File: src/design/bpbc_pkg.sv
package bpbc_pkg;
    // ----------------------------------------------------------------
    // address windows (upper 16 bits of the peripheral bus address, upper 9 for flash)
    // ----------------------------------------------------------------
    localparam logic [15:0] WIN_HEX_LEFT = 16'hce84; // left display
    localparam logic [15:0] WIN_HEX_RIGHT = 16'hce85; // right display
    localparam logic [15:0] WIN_BUZZER = 16'hce86; // buzzer control
    localparam logic [15:0] WIN_NVRAM = 16'hce87; // 32k x 8 nv ram
    localparam logic [15:0] WIN_ROTARY = 16'hce83; // rotary switch
    localparam logic [15:0] WIN_BATTERY = 16'hce88; // battery state
    localparam logic [8:0] WIN_FLASH = 9'h000; // 8 MB flash at 0
    localparam int FLASH_TOP_BIT = 23; // 8 MB = 2^23 bytes

    // ----------------------------------------------------------------
    // battery_backup_state field layout
    // ----------------------------------------------------------------
    localparam int BAT_PRESENT_BIT = 0;
    localparam int BAT_CHARGED_BIT = 1;
    localparam int BAT_DISCHARGED_BIT = 2;
    localparam int BAT_ENABLE_BIT = 3;
    localparam logic BAT_ENABLE_RST = 1'b0; // backup off after reset
    localparam logic BUZZER_RST = 1'b0; // buzzer silent after reset
    localparam logic [7:0] HEX_RST = 8'h00; // display clear

    // ----------------------------------------------------------------
    // bus widths and rates
    // ----------------------------------------------------------------
    localparam int PB_ADDR_W = 32;
    localparam int PB_DATA_W = 16; // widest transfer
    localparam int PB_BYTE_W = 8; // narrow transfer
    localparam int PB_CLK_MHZ = 66; // bus rate, board side
    localparam int SYS_CLK_MHZ = 100; // this logic's clock
    localparam int ROTARY_W = 4; // 16 positions
endpackage

File: src/design/bpbc_cpld.sv
module bpbc_cpld #(
    parameter int ADDR_W = bpbc_pkg::PB_ADDR_W,
    parameter int DATA_W = bpbc_pkg::PB_DATA_W
) (
    input wire logic clock,
    input wire logic sys_rst,
    // primary pci reset, active low
    input wire logic pci_rst_n,
    // debugger reset line, split into its three parts
    input wire logic debugger_board_reset_n_i,
    output logic debugger_board_reset_n_o,
    output logic debugger_board_reset_n_oe,
    // peripheral bus request
    input wire logic pb_req,
    input wire logic pb_we,
    input wire logic pb_wide,
    input wire logic [ADDR_W-1:0] pb_addr,
    input wire logic [DATA_W-1:0] pb_wdata,
    output logic pb_ack,
    output logic [DATA_W-1:0] pb_rdata,
    // chip selects for the memories
    output logic nvram_sel,
    output logic flash_sel,
    output logic flash_wide,
    // board functions
    input wire logic bat_present,
    input wire logic bat_charged,
    input wire logic bat_discharged,
    input wire logic [bpbc_pkg::ROTARY_W-1:0] rotary_pos,
    output logic bat_enable,
    output logic buzzer_on,
    output logic [7:0] hex_left,
    output logic [7:0] hex_right,
    output logic board_rst
);
    import bpbc_pkg::*;

    // ----------------------------------------------------------------
    // decode helpers
    // ----------------------------------------------------------------
    // true when the upper half of the address matches a 64k window
    function automatic logic in_win(input logic [ADDR_W-1:0] a,
                                    input logic [15:0] win);
        in_win = (a[ADDR_W-1:16] == win);
    endfunction

    // ----------------------------------------------------------------
    // reset combine
    // ----------------------------------------------------------------
    logic rst; // any reset source active
    // all three sources are taken as synchronous to clock
    assign rst = sys_rst | ~pci_rst_n
        | ~debugger_board_reset_n_i;

    // ----------------------------------------------------------------
    // registers
    // ----------------------------------------------------------------
    logic ack_q, ack_d; // answer strobe
    logic [DATA_W-1:0] rdata_q, rdata_d; // read data
    logic nvram_q, nvram_d; // nv ram select
    logic flash_q, flash_d; // flash select
    logic bat_en_q, bat_en_d; // backup enable bit
    logic buzz_q, buzz_d; // buzzer state
    logic [7:0] hexl_q, hexl_d; // left display
    logic [7:0] hexr_q, hexr_d; // right display
    logic brst_q, brst_d; // board reset out
    logic dbg_oe_q, dbg_oe_d; // drive debugger line
    logic fl_wide_q, fl_wide_d; // flash data path is always 16 bits
    logic dbg_lo_q, dbg_lo_d; // level put on the debug line, held low

    // decoded windows of the current request
    logic hit_l, hit_r, hit_bz, hit_nv, hit_rot, hit_bat, hit_fl;
    logic [7:0] bat_byte; // status as seen by a read

    assign hit_l = in_win(pb_addr, WIN_HEX_LEFT);
    assign hit_r = in_win(pb_addr, WIN_HEX_RIGHT);
    assign hit_bz = in_win(pb_addr, WIN_BUZZER);
    assign hit_nv = in_win(pb_addr, WIN_NVRAM);
    assign hit_rot = in_win(pb_addr, WIN_ROTARY);
    assign hit_bat = in_win(pb_addr, WIN_BATTERY);
    assign hit_fl = (pb_addr[ADDR_W-1:FLASH_TOP_BIT] == WIN_FLASH);

    // status byte; reserved upper nibble reads zero
    always_comb begin
        bat_byte = 8'h00;
        bat_byte[BAT_PRESENT_BIT] = bat_present;
        bat_byte[BAT_CHARGED_BIT] = bat_charged;
        bat_byte[BAT_DISCHARGED_BIT] = bat_discharged;
        bat_byte[BAT_ENABLE_BIT] = bat_en_q;
    end

    // ----------------------------------------------------------------
    // next-state logic
    // ----------------------------------------------------------------
    // one request is answered in the following cycle; memories
    // only get their select, the memory itself answers the master
    always_comb begin
        ack_d = 1'b0;
        rdata_d = rdata_q;
        nvram_d = 1'b0;
        flash_d = 1'b0;
        bat_en_d = bat_en_q;
        buzz_d = buzz_q;
        hexl_d = hexl_q;
        hexr_d = hexr_q;
        brst_d = 1'b0;
        dbg_oe_d = ~pci_rst_n; // pass pci reset onto the debug line
        fl_wide_d = 1'b1;
        dbg_lo_d = 1'b0;
        if (pb_req) begin
            nvram_d = hit_nv;
            flash_d = hit_fl;
            // cpld windows answer; unmapped cpld space reads zero
            ack_d = ~(hit_nv | hit_fl);
            rdata_d = '0;
            if (pb_we) begin
                // writes of either width use the low byte lane only
                if (hit_l) begin
                    hexl_d = pb_wdata[7:0];
                end
                if (hit_r) begin
                    hexr_d = pb_wdata[7:0];
                end
                if (hit_bz) begin
                    buzz_d = pb_wdata[0];
                end
                if (hit_bat) begin
                    // read-only and reserved bits are dropped
                    bat_en_d = pb_wdata[BAT_ENABLE_BIT];
                end
            end else begin
                if (hit_rot) begin
                    rdata_d[ROTARY_W-1:0] = rotary_pos;
                end
                if (hit_bat) begin
                    rdata_d[7:0] = bat_byte;
                end
                if (hit_l) begin
                    rdata_d[7:0] = hexl_q;
                end
                if (hit_r) begin
                    rdata_d[7:0] = hexr_q;
                end
                if (hit_bz) begin
                    rdata_d[0] = buzz_q;
                end
                // upper lane is meaningless on a narrow read
                if (!pb_wide) begin
                    rdata_d[DATA_W-1:8] = '0;
                end
            end
        end
    end

    // ----------------------------------------------------------------
    // state registers
    // ----------------------------------------------------------------
    // any reset source clears all but fl_wide_q, dbg_oe_q and brst_q; board reset stays high
    // while a source is active so the rest of the board follows
    always_ff @(posedge clock) begin
        if (rst) begin
            ack_q <= 1'b0;
            rdata_q <= '0;
            nvram_q <= 1'b0;
            flash_q <= 1'b0;
            bat_en_q <= BAT_ENABLE_RST;
            buzz_q <= BUZZER_RST;
            hexl_q <= HEX_RST;
            hexr_q <= HEX_RST;
            brst_q <= 1'b1;
            dbg_oe_q <= ~pci_rst_n;
            fl_wide_q <= 1'b1;
            dbg_lo_q <= 1'b0;
        end else begin
            ack_q <= ack_d;
            rdata_q <= rdata_d;
            nvram_q <= nvram_d;
            flash_q <= flash_d;
            bat_en_q <= bat_en_d;
            buzz_q <= buzz_d;
            hexl_q <= hexl_d;
            hexr_q <= hexr_d;
            brst_q <= brst_d;
            dbg_oe_q <= dbg_oe_d;
            fl_wide_q <= fl_wide_d;
            dbg_lo_q <= dbg_lo_d;
        end
    end

    // ----------------------------------------------------------------
    // outputs
    // ----------------------------------------------------------------
    assign pb_ack = ack_q;
    assign pb_rdata = rdata_q;
    assign nvram_sel = nvram_q;
    assign flash_sel = flash_q;
    assign flash_wide = fl_wide_q;
    assign bat_enable = bat_en_q;
    assign buzzer_on = buzz_q;
    assign hex_left = hexl_q;
    assign hex_right = hexr_q;
    assign board_rst = brst_q;
    // open-drain style: only ever pulls low
    assign debugger_board_reset_n_o = dbg_lo_q;
    assign debugger_board_reset_n_oe = dbg_oe_q;

    // ----------------------------------------------------------------
    // checks
    // ----------------------------------------------------------------
    property p_bat_bits;
        @(posedge clock) disable iff (rst)
        pb_req && !pb_we && hit_bat |=> pb_rdata[2:0] ==
            {$past(bat_discharged), $past(bat_charged), $past(bat_present)}
            && pb_rdata[7:4] == 4'h0;
    endproperty
    a_bat_bits: assert property (p_bat_bits)
        else $error("battery status bits wrong");

    property p_bat_en;
        @(posedge clock) disable iff (rst)
        pb_req && hit_bat |=> $past(pb_we)
            ? bat_enable == $past(pb_wdata[BAT_ENABLE_BIT])
            : pb_rdata[BAT_ENABLE_BIT] == $past(bat_enable);
    endproperty
    a_bat_en: assert property (p_bat_en)
        else $error("battery enable not read back");

    property p_bat_ro;
        @(posedge clock) disable iff (rst)
        !(pb_req && pb_we && hit_bat) |=> $stable(bat_enable);
    endproperty
    a_bat_ro: assert property (p_bat_ro)
        else $error("battery enable changed without write");

    property p_nvram;
        @(posedge clock) disable iff (rst)
        pb_req && hit_nv |=> nvram_sel && !pb_ack;
    endproperty
    a_nvram: assert property (p_nvram)
        else $error("nv ram not selected");

    property p_buzz;
        @(posedge clock) disable iff (rst)
        pb_req && pb_we && hit_bz |=> buzzer_on == $past(pb_wdata[0]);
    endproperty
    a_buzz: assert property (p_buzz)
        else $error("buzzer did not follow write");

    property p_left;
        @(posedge clock) disable iff (rst)
        pb_req && pb_we && hit_l |=> hex_left == $past(pb_wdata[7:0])
            && $stable(hex_right);
    endproperty
    a_left: assert property (p_left)
        else $error("left display wrong");

    property p_right;
        @(posedge clock) disable iff (rst)
        pb_req && pb_we && hit_r |=> hex_right == $past(pb_wdata[7:0])
            && $stable(hex_left);
    endproperty
    a_right: assert property (p_right)
        else $error("right display wrong");

    property p_rot;
        @(posedge clock) disable iff (rst)
        pb_req && !pb_we && hit_rot |=> pb_ack
            && pb_rdata == {12'h000, $past(rotary_pos)};
    endproperty
    a_rot: assert property (p_rot)
        else $error("rotary read wrong");

    property p_narrow;
        @(posedge clock) disable iff (rst)
        pb_req && !pb_we && !pb_wide |=> pb_rdata[15:8] == 8'h00;
    endproperty
    a_narrow: assert property (p_narrow)
        else $error("narrow read upper lane not zero");

    property p_pci_rst;
        @(posedge clock) !pci_rst_n |=> board_rst && !buzzer_on
            && !bat_enable && hex_left == 8'h00 ##1 debugger_board_reset_n_oe
            || pci_rst_n;
    endproperty
    a_pci_rst: assert property (p_pci_rst)
        else $error("pci reset did not clear state");

    property p_dbg_rst;
        @(posedge clock) !debugger_board_reset_n_i |=> board_rst;
    endproperty
    a_dbg_rst: assert property (p_dbg_rst)
        else $error("debugger reset ignored");

    c_left: cover property (@(posedge clock) pb_req && pb_we && hit_l);
    c_bat_rd: cover property (@(posedge clock) pb_req && !pb_we && hit_bat);
    c_rot_rd: cover property (@(posedge clock) pb_req && !pb_we && hit_rot);
    c_dbg: cover property (@(posedge clock) !debugger_board_reset_n_i);
endmodule

File: config.mk
export PLATFORM = sky130hd
export DESIGN_NAME = bpbc_cpld
export DESIGN_NICKNAME = d
export VERILOG_FILES = /design/src/design/bpbc_pkg.sv /design/src/design/bpbc_cpld.sv
export SDC_FILE = /design/constraint.sdc
export NUM_CORES = 1
export LEC_CHECK = 0
export BUFFER_PORTS_ARGS = -buffer_cell sky130_fd_sc_hd__buf_4
export CORE_AREA = 2 2 88 48
export CTS_CLUSTER_DIAMETER = 200
export CTS_CLUSTER_SIZE = 12
export DETAILED_ROUTE_END_ITERATION = 10
export DIE_AREA = 0 0 90 50
export PLACE_DENSITY = 0.89
export SLEW_MARGIN = 20
export SYNTH_ARGS = -nofsm -noshare
export SYNTH_HDL_FRONTEND = slang
export SYNTH_SLANG_ARGS = --single-unit
File: constraint.sdc
create_clock -name clock -period 4.4 [get_ports clock]
set_clock_uncertainty 0.1 [all_clocks]
set_input_delay 0.66 -clock clock [delete_from_list [all_inputs] [get_ports clock]]
set_output_delay 0.66 -clock clock [all_outputs]
set_load 0.01 [all_outputs]
# Word-level counts from Yosys, hierarchy flattened
# Cells that the tools add are included.
classes:
  bitwise: 7
  eq_ne: 6
  mux: 7
  n_reduce_logical: 6
op_table:
  columns: ["op", "n"]
  rows:
  - ["$eq 16x16->1 const B", 6]
  - ["$mux 8", 3]
  - ["$reduce_and 3->1", 4]
  - ["$logic_not 9->1", 1]
  - ["$mux 4", 2]
  - ["$not 1->1", 4]
  - ["$or 1x1->1", 3]
  - ["$mux 1", 2]
  - ["$reduce_or 2->1", 1]
word_totals:
  reg_bits: 39
  in_bits: 62

# Depth between registers and ports, before layout
# Gate-level depths: netlist (run 1).
depth:
  depth_word: 7
  mapped_depth: 6

# Worst setup path after synthesis (run 1)
# No wires, ideal clock.
synth_timing:
  path_type: "input -> register"
  startpoint: "input port pb_addr[21]"
  endpoint: "register hexl_q[4], in the netlist hex_left[4]"
  path_slack_ps: 2047
  path_stages: 5
  t_arrival_ps: 2121
  setup_ps: 132
  required_time_ps: 4168
  path_cell_list: "or4b_4 or4_4 buf_6 o21ai_0 a21oi_1"
synth_via:
  elab_chain_len: 2
synth_lines:
  columns: ["element", "line_no", "source"]
  rows:
  - ["start, declared", "bpbc_cpld.sv:17", "input wire logic [ADDR_W-1:0] pb_addr,"]
  - ["$eq 16x16->1", "bpbc_cpld.sv:44", "in_win = (a[ADDR_W-1:16] == win);"]
  - ["$reduce_and 3->1 (no source line)", null, null]
  - ["end signal, assigned", "bpbc_cpld.sv:181", "hexl_q <= hexl_d;"]
  - ["end, declared", "bpbc_cpld.sv:64", "logic [7:0] hexl_q, hexl_d;"]
# No other way between the ends.
# A chain may end at the register's enable or synchronous reset.

# Worst setup path after layout (run 1)
layout_timing:
  startpoint: "input port pb_addr[21]"
  endpoint: "register bat_en_q, in the netlist bat_enable"
layout_via:
  elab_chain_len: 2
layout_lines:
  columns: ["element", "line_no", "source"]
  rows:
  - ["$eq 16x16->1", "bpbc_cpld.sv:44", null]
  - ["$reduce_and 3->1 (no source line)", null, null]
  - ["end signal, assigned", "bpbc_cpld.sv:179", "bat_en_q <= bat_en_d;"]
  - ["end, declared", "bpbc_cpld.sv:62", "logic bat_en_q, bat_en_d;"]
# No other way between the ends.

==> results of run 1 <==
[worst min-delay path, stage by stage, from the launching register on]
cell     delay [ns]
dfxtp_1        0.31
nand2_1        0.05
o21ai_1        0.05
[path summary, 6_finish.rpt]
kind	start	end	slack, ns	cells after the start
worst min-delay path	pb_rdata[2]$_SDFFE_PP0P_	pb_rdata[2]$_SDFFE_PP0P_	0.35	2
worst max-delay path	pb_addr[21]	bat_enable$_SDFFE_PP0P_	1.95	5
worst min register to register	pb_rdata[2]$_SDFFE_PP0P_	pb_rdata[2]$_SDFFE_PP0P_	0.35	2
worst max register to register	hex_right[0]$_SDFFE_PP0P_	pb_rdata[0]$_SDFFE_PP0P_	3.08	4
[cells in the final DEF, fill, tap and decap left out, drive strengths merged, types with 2 or more instances in the layout]
cell     netlist  layout
or4b           2       2
clkbuf         9       6
dfxtp         31      31
a21oi         22      22
o21ai         23      23
nand2          6       6
mux2           4       4
nor3b          2       2
nand4b         2       2
nor4b          2       2
a22o           3       3
or4            4       4
nor2          10      10
a2bb2oi        3       3
and3b          2       2
inv            4       4
buf           12      67
a31o           2       2
and2           2       2
nand3          6       6
nand4         19      19
mux2i          2       2
nor3           2       2
nor4           3       3
and4b          2       2
nand2b         5       5
conb           2      10
[report_power, final]
part           internal (uW)  switching [uW]  total (uW)
combinational           31.6            38.6        70.2
clock                    183             110         293
sequential               282           0.294         282
total                    496             149         645
[registers in the layout, indices dropped and copies added, names as in the netlist]
| name | flops |
|---|---|
| bat_enable | 1 |
| board_rst | 1 |
| buzzer_on | 1 |
| debugger_board_reset_n_oe | 1 |
| flash_sel | 1 |
| hex_left | 8 |
| hex_right | 8 |
| nvram_sel | 1 |
| pb_ack | 1 |
| pb_rdata | 8 |
[cells in the mapped netlist (all sizes together) (3+ instances only)]
cell / instances / area (sq um)
mux2: 4 / 45.04
nand3: 6 / 30.03
a21oi: 22 / 110.1
dfxtp: 31 / 620.6
buf: 12 / 90.08
nand4: 19 / 118.9
a2bb2oi: 3 / 26.28
inv: 4 / 15.01
clkbuf: 9 / 33.78
a22o: 3 / 26.28
nor2: 10 / 37.54
nor4: 3 / 33.78
nand2: 6 / 22.52
o21ai: 23 / 115.1
nand2b: 5 / 31.28
or4: 4 / 33.78
[layout make-up]
cell class,count,area [sq um]
clock inverters,2,35.03
well taps,54,67.56
flip-flops and latches,31,620.6
repair buffers,67,503.0
inverters,4,15.01
multi-input cells,147,923.4
fillers,342,1476
clock buffers,6,82.58
[logic make-up after synthesis]
logic type,after synthesis,share of synthesized area (%)
DFF,31,37.55
buffers and inverters,25,8.402
muxes,6,3.936
AOI/OAI and AO/OA,57,20.06
other,2,0.4544
and+or+nand+nor,74,29.60
[metal layers]
layer	up-vias	part of all wire, %	global-route usage (%)
li1	841	-	-
met5	-	0	0
met3	7	12	8.410
met4	0	0.66	4.615
met2	116	42	32.33
met1	811	45	32.81
[through the flow]
stage          utilization [%]  hold WS [ns]  cell area, sq um
6_report                 60.35        0.3519              2247
5_1_grt                  60.35        0.3661              2247
2_1_floorplan                -        0.3717              1683
3_5_place_dp             57.19        0.3449              2130
4_1_cts                  60.35        0.3546              2247
3_3_place_gp             57.19        0.3423              2130
==> qor.yml, run 1 <==
yosys:
  synthCells: 195
  yosysUniqueCellTypes: 42
  synth_seq_cells: 31
  synthArstFlopShare_pct: 0
  synth-edff-count: 0
  yosysSeqAreaShare_pct: 37.55
  avgSynthCellArea_sq_um: 8.476
  synth_area_sq_um: 1653
  synth_top_flop_cell: "dfxtp_1"
  yosys_warnings: 0
critical_path:
  crit_arrival_ns: 2.48
  setup.worst_path.class: "input port to register"
  cp-start-kind: "input port"
  cpMaxStageDelayCell: "nor4_1"
  max_stage_delay_ns: 0.81
  crit_fanout: 6
  required_ns: 4.43
  crit_buf_inv: 1
  crit_path_cell_trace: "buf_4 -> or4b_4 -> nor4_1 -> a31o_2 -> a21oi_1"
  endpoint_kind: "register"
  critPathTopFamily: "simple AND/OR/NAND/NOR gates"
routing:
  vias: 1775
  wl_microns: 5141
  wire_per_inst_microns: 16.53
  drt_iter0_drc: 145
  drt_drc_violations_left: 0
  drtPass1Iterations: 4
  avgViaCountPerCell: 5.707
  antenna_left: 0
sta:
  rsz0062_at_grt: "false"
  fin_crit_sh_pct: 55.67
  fin_crit_ns: 2.450
  tns_ns: 0
  setup_viol: 0
  hold_violations: 0
  slew_violations: 0
  slew_headroom_pct: 32.77
  fin_ws_ns: 1.950
  worstMarginPinSlew_ns: 1.001
  fmax_mhz: 408.2
clock_network:
  cts_hold_buffers: 0
  root_buffer: "clkbuf_8"
  post_cts_buffers: 0
  clock_latency_ns: 0.28
  cts_tree: "yes"
  cts_buffers: 5
  cts_resized: 0
  clk_pin_slew_ns: 0.07
  cts_sinks: 31
  cts-htree-levels: 2
  cts.path.max_buffers: 2
floorplan:
  die_area_sq_um: 4500
  rows: 16
  core_area_sq_um: 3724
  die_h_microns: 50
  die_w_microns: 90
  initial_core_util_pct: 44.39
  num_io_pins: 103
cells_and_area:
  fin_nets: 318
  syn2layout_area_growth_pct: 35.96
  num_antenna_cells: 0
  finalNonFillerCells: 311
  drive_above_1_share_pct: 33.46
global_routing:
  overflow: 0
  antenna_found_initial: 0
  grt_usage_pct: 22.78
  grt_first_pass_wirelength_microns: 8093
  grt_max_degree: 25
  first_global_vias: 1583
placement:
  pre_cts_ws_ns: 1.702
  gp_congestion: 0.9017
  placed_cells: 303
  dp_hpwl_microns: 3793
  portBuffers: 67
power_and_ir_drop:
  finalPower_uw: 645.0
  vdd_ir_drop_max_uv: 157.5
  power.density_nw_per_um2: 287.0
  power.leakage_uw: 0.0008865
worst_hold_path:
  hp-class: "register to register"
outcome:
  outcome: "finished clean"
job:
  max_cap_viol_count: 0
(Power assumes the default switching activity.)
==> run 2, diff against run 1 <==
CORE_AREA = 2 2 97 52   (was 2 2 88 48)
DIE_AREA = 0 0 99 54   (was 0 0 90 50)
PLACE_DENSITY = 0.8   (was 0.89)
clock period = 2.1 ns   (was 4.4 ns; I/O delays follow)
==> run 2 against run 1 <==
Routed wire length rose by 5.6%; cell count rose by 5.1%; hold slack got worse by 0.26 ns; utilization fell by 9.9 points; sequential power rose by 110%; combinational power rose by 120%; via count rose by 2.2%; critical path type unchanged.
==> qor.yml, run 2 (synthesis results as in run 1) <==
critical_path:
  cpMaxStageDelayCell: "or4_4"
  rrSetupSlack_ns: 0.76  # -2.32 ns
  setup.worst_path.class: "input port to register"
  required_ns: 2.17  # -2.26 ns
  cp-start-kind: "input port"
  crit_path_cell_trace: "buf_4 -> or4b_4 -> or4_4 -> o21ai_0 -> a21oi_1"
  rr_startpoint: "hex_right[0]$_SDFFE_PP0P_"
  startpoint: "pb_addr[21]"
  max_stage_delay_ns: 0.64  # -0.17 ns
  crit_fanout: 11  # +5
  endpoint_kind: "register"
  crit_arrival_ns: 1.92  # -0.56 ns
sta:
  slew_violations: 0  # unchanged
  hold_violations: 0  # unchanged
  setup_viol: 0  # unchanged
  worstMarginPinSlew_ns: 0.5568  # -0.4440 ns
  fin_crit_ns: 1.852
  fmax_mhz: 539.9
  fin_ws_ns: 0.2477  # -1.703 ns
  slew_headroom_pct: 62.74  # +30 points
  rsz0062_at_grt: "false"
  fin_crit_sh_pct: 88.20
  hold-worst-slack_ns: 0.09364  # -0.2582 ns
power_and_ir_drop:
  power.density_nw_per_um2: 583.9  # +100%
  vdd_ir_drop_max_uv: 256.4  # +63%
  finalPower_uw: 1360  # +110%
  power.leakage_uw: 0.0009353  # +5.5%
routing:
  wire_per_inst_microns: 16.61  # +0.47%
  antenna_left: 0  # unchanged
  drtPass1Iterations: 4  # unchanged
  drt_drc_violations_left: 0  # unchanged
  drt_iter0_drc: 139  # -4.1%
  wl_microns: 5431  # +5.6%
  avgViaCountPerCell: 5.547  # -2.8%
  vias: 1814  # +2.2%
placement:
  placed_cells: 319  # +5.3%
  gp_congestion: 0.8003  # -11%
  pre_cts_ws_ns: -0.01454  # -1.717 ns
  dp_hpwl_microns: 4138  # +9.1%
  portBuffers: 67  # unchanged
clock_network:
  root_buffer: "clkbuf_8"
  clock_latency_ns: 0.28  # about the same
  cts_hold_buffers: 0  # unchanged
  cts.path.max_buffers: 2  # unchanged
  post_cts_buffers: 0  # unchanged
  cts-htree-levels: 2  # unchanged
  cts_buffers: 5  # unchanged
  cts_tree: "yes"
  cts_sinks: 31  # unchanged
  cts_resized: 0  # unchanged
  clk_pin_slew_ns: 0.07  # about the same
worst_hold_path:
  hp-class: "input port to register"
  hp-start: "pci_rst_n"
global_routing:
  overflow: 0  # unchanged
  antenna_found_initial: 0  # unchanged
  grt_max_degree: 24  # -4.0%
  grt_first_pass_wirelength_microns: 8466  # +4.6%
  first_global_vias: 1719  # +8.6%
  grt_usage_pct: 20.46  # -2.3 points
floorplan:
  rows: 18  # +2
  die_h_microns: 54  # +8.0%
  die_area_sq_um: 5346  # +19%
  die_w_microns: 99  # +10%
  core_area_sq_um: 4617  # +24%
  num_io_pins: 103  # unchanged
  initial_core_util_pct: 35.80  # -8.6 points
cells_and_area:
  num_antenna_cells: 0  # unchanged
  drive_above_1_share_pct: 35.96  # +2.5 points
  fin_nets: 328  # +3.1%
  finalNonFillerCells: 327  # +5.1%
  final_common_cell: "buf_4"
  final_cell_mix: "77 x buf_4, 31 x dfxtp_1, 22 x a21oi_1, 21 x o21ai_0, 19 x nand4_1"
  syn2layout_area_growth_pct: 40.95
job:
  max_cap_viol_count: 0  # unchanged
outcome:
  outcome: "finished clean"
==> run 2: layer usage <==
layer | part of all wire (%) | track usage, % | up-vias
li1 | - | - | 858
met5 | 0 | 0 | -
met1 | 47 | 28.68 | 853
met3 | 11 | 6.364 | 0
met4 | 0 | 2.511 | 0
met2 | 42 | 31.98 | 103
==> run 2: final timing paths <==
check	depth (start not counted)	to
min	2	debugger_board_reset_n_oe$_DFF_P_
max	5	hex_left[4]$_SDFFE_PP0P_
min reg2reg	2	pb_rdata[2]$_SDFFE_PP0P_
max reg2reg	4	pb_rdata[0]$_SDFFE_PP0P_
==> run 2: critical path, delay by kind of cell <==
| kind | cells | cell delay [ns] |
|---|---|---|
| buf+inv | 1 | 0.11 |
| compound gates | 2 | 0.31 |
| simple gates | 2 | 1.17 |
==> run 2: layout make-up <==
| cell class | count | area, sq um |
|---|---|---|
| clock inverter | 2 | 35.03 |
| sequential | 31 | 620.6 |
| fill | 457 | 2287 |
| multi-input combinational | 147 | 923.4 |
| timing repair buffer | 77 | 578.1 |
| inverter | 4 | 15.01 |
| clock buffer | 6 | 82.58 |
| tap | 60 | 75.07 |
==> run 2: stage by stage <==
stage	cell area, sq um	utilization, %	TNS, ns
final	2330	50.46	0
after CTS	2330	50.46	0
after floorplan	1683	-	0
after global routing	2330	50.46	0
after global placement	2212	47.91	0
after detailed placement	2212	47.91	-0.01454
==> run 2: where the power goes <==
group | switching, uW | internal, uW | total (uW)
sequential | 0.697 | 590 | 591
clock | 232 | 384 | 616
combinational | 82.1 | 71.7 | 154
==> run 3, diff against run 2 <==
BUFFER_PORTS_ARGS = default   (was -buffer_cell sky130_fd_sc_hd__buf_4)
CORE_AREA = 2 2 86 47   (was 2 2 97 52)
CTS_BUF_LIST = sky130_fd_sc_hd__clkbuf_16   (was default)
DIE_AREA = 0 0 88 49   (was 0 0 99 54)
DONT_BUFFER_PORTS = 1   (was default)
GPL_TIMING_DRIVEN = 0   (was default)
PLACE_DENSITY = 0.7   (was 0.8)
==> run 3 against run 2 <==
Cell area decreased by 19%; sequential cell count did not move; cell count shrank 19%; fmax decreased by 3.3%; die area shrank 19%; via count shrank 14%; routed wire length fell by 9.4%; register-to-register slack worse by 0.04 ns; worst setup slack got worse by 0.063 ns; hold slack lost 0.0035 ns; total power fell by 0.19%; largest cell class unchanged; largest power group unchanged; highest routed layer is now met4.
==> qor.yml, run 3 (synthesis results as in run 1) <==
outcome:
  outcome: "finished clean"
sta:
  slew_headroom_pct: 39.87  # -23 points
  setup_viol: 0  # unchanged
  slew_violations: 0  # unchanged
  fmax_mhz: 522.2  # -3.3%
  fin_crit_sh_pct: 91.18  # +3.0 points
  worstMarginPinSlew_ns: 0.8950  # +0.3382 ns
  fin_crit_ns: 1.915  # +0.06256 ns
  fin_ws_ns: 0.1851  # -0.06257 ns
  hold_violations: 0  # unchanged
  rsz0062_at_grt: "false"
placement:
  placed_cells: 257  # -19%
  gp_congestion: 0.8528  # +6.6%
  placed_cell_area_sq_um: 1750  # -21%
  pre_cts_ws_ns: -0.07779  # -0.06325 ns
  portBuffers: 0  # -100%
  dp_hpwl_microns: 3688  # -11%
clock_network:
  cts-htree-levels: 2  # unchanged
  root_buffer: "clkbuf_16"
  clock_latency_ns: 0.28  # about the same
  cts_resized: 0  # unchanged
  cts.path.max_buffers: 2  # unchanged
  cts_buffers: 5  # unchanged
  cts_sinks: 31  # unchanged
  clk_pin_slew_ns: 0.05  # -0.02 ns
  cts_tree: "yes"
floorplan:
  initial_core_util_pct: 45.61  # +9.8 points
  num_io_pins: 103  # unchanged
  core_area_sq_um: 3623  # -22%
  die_w_microns: 88  # -11%
  rows: 16  # -2
  die_area_sq_um: 4312  # -19%
  die_h_microns: 49  # -9.3%
power_and_ir_drop:
  power_frac_clock_pct: 49.3  # +4.0 points
  vdd_ir_drop_max_uv: 318.2  # +24%
  p_comb_share_pct: 7.0  # -4.3 points
  power.leakage_uw: 0.0006303  # -33%
  finalPower_uw: 1358  # -0.19%
  p_switching_uw: 304.0  # -3.5%
  power.density_nw_per_um2: 715.9  # +23%
  p_seq_share_pct: 43.7  # +0.3 points
  swShare_pct: 22.38  # -0.76 points
  p_int_uw: 1054  # +0.81%
global_routing:
  grt_first_pass_wirelength_microns: 7541  # -11%
  antenna_found_initial: 0  # unchanged
  overflow: 0  # unchanged
  grt_usage_pct: 23.81  # +3.3 points
  grt_max_degree: 11  # -54%
  first_global_vias: 1398  # -19%
critical_path:
  cp-start-kind: "input port"
  crit_fanout: 6  # -5
  rr_startpoint: "hex_right[0]$_SDFFE_PP0P_"
  setup.worst_path.class: "input port to register"
  required_ns: 2.14  # -0.03 ns
  r2r_end: "pb_rdata[0]$_SDFFE_PP0P_"
  endpoint_kind: "register"
  rr_worst_depth: 4  # unchanged
  rrSetupSlack_ns: 0.72  # -0.04 ns
  crit_arrival_ns: 1.96  # +0.04 ns
cells_and_area:
  post-route-util_pct: 52.35  # +1.9 points
  finalNonFillerCells: 266  # -19%
  drive_above_1_share_pct: 12.74  # -23 points
  final_cell_mix: "31 x dfxtp_1, 22 x a21oi_1, 21 x o21ai_0, 19 x nand4_1"
  syn2layout_area_growth_pct: 14.76
  final_common_cell: "dfxtp_1"
  final_cell_area_sq_um: 1897  # -19%
  fin_nets: 273  # -17%
  num_antenna_cells: 0  # unchanged
routing:
  vias: 1565  # -14%
  wire_per_inst_microns: 18.51  # +11%
  wl_microns: 4923  # -9.4%
  antenna_left: 0  # unchanged
  drt_iter0_drc: 112  # -19%
  avgViaCountPerCell: 5.883  # +6.1%
  drt_drc_violations_left: 0  # unchanged
  drtPass1Iterations: 4  # unchanged
worst_hold_path:
  hp-class: "input port to register"
  whs_endpoint: "hex_right[4]$_SDFFE_PP0P_"
  hp-start: "pb_wdata[4]"
  whs_path_depth: 2  # unchanged
job:
  max_cap_viol_count: 0  # unchanged
run 3: power groups by stage:
stage	clock (uW)	sequential [uW]	combinational, uW
2_1_floorplan	0	605	73.8
3_3_place_gp	0	605	90.2
3_5_place_dp	0	605	90.3
4_1_cts	679	593	92.1
5_1_grt	720	593	102
6_report	670	594	94.4
run 3: cell type report:
type	instances	area, sq um
sequential	31	620.6
fill	357	1727
clock buffer	5	125.1
inverter	4	15.01
multi-input combinational	147	923.4
timing repair buffer	1	10.01
clock inverter	3	11.26
tap	54	67.56
buffer	21	123.9
run 3: stage by stage:
stage                     TNS (ns)  hold WS, ns
after floorplan                  0       0.2715
after global placement     -0.1065       0.2730
after detailed placement   -0.1802       0.2757
after CTS                        0      0.08858
after global routing             0      0.08970
final                            0      0.09018
run 3: what timing repair did:
| item | in CTS | in global routing |
|---|---|---|
| hold buffers | 1 | 0 |
| endpoints found under the hold margin | 1 | 0 |
| buffers inserted | 0 | 0 |
run 3: worst max path at each step:
stage	start	end	slack (ns)	cells after the start
floorplan	pb_addr[21]	hex_left[4]$_SDFFE_PP0P_	0.09	5
global placement	pb_addr[21]	bat_enable$_SDFFE_PP0P_	-0.09	4
detailed placement	pb_addr[21]	bat_enable$_SDFFE_PP0P_	-0.08	4
CTS	pb_addr[21]	bat_enable$_SDFFE_PP0P_	0.20	4
global route	pb_addr[21]	bat_enable$_SDFFE_PP0P_	0.06	4
finish	pb_addr[21]	bat_enable$_SDFFE_PP0P_	0.19	4
run 3: worst max-delay path, stage by stage:
cell and delay (ns):
or4b_4 0.58, nor4_1 0.75, a31o_2 0.26, a21oi_1 0.05
run 3: metal layers:
| layer | track usage, % | vias up | wire length [microns] |
|---|---|---|---|
| met5 | 0 | - | 0 |
| met4 | 6.154 | 0 | 46 |
| met3 | 10.15 | 7 | 711 |
| met2 | 28.79 | 89 | 1874 |
| met1 | 37.19 | 721 | 2291 |
| li1 | - | 748 | - |
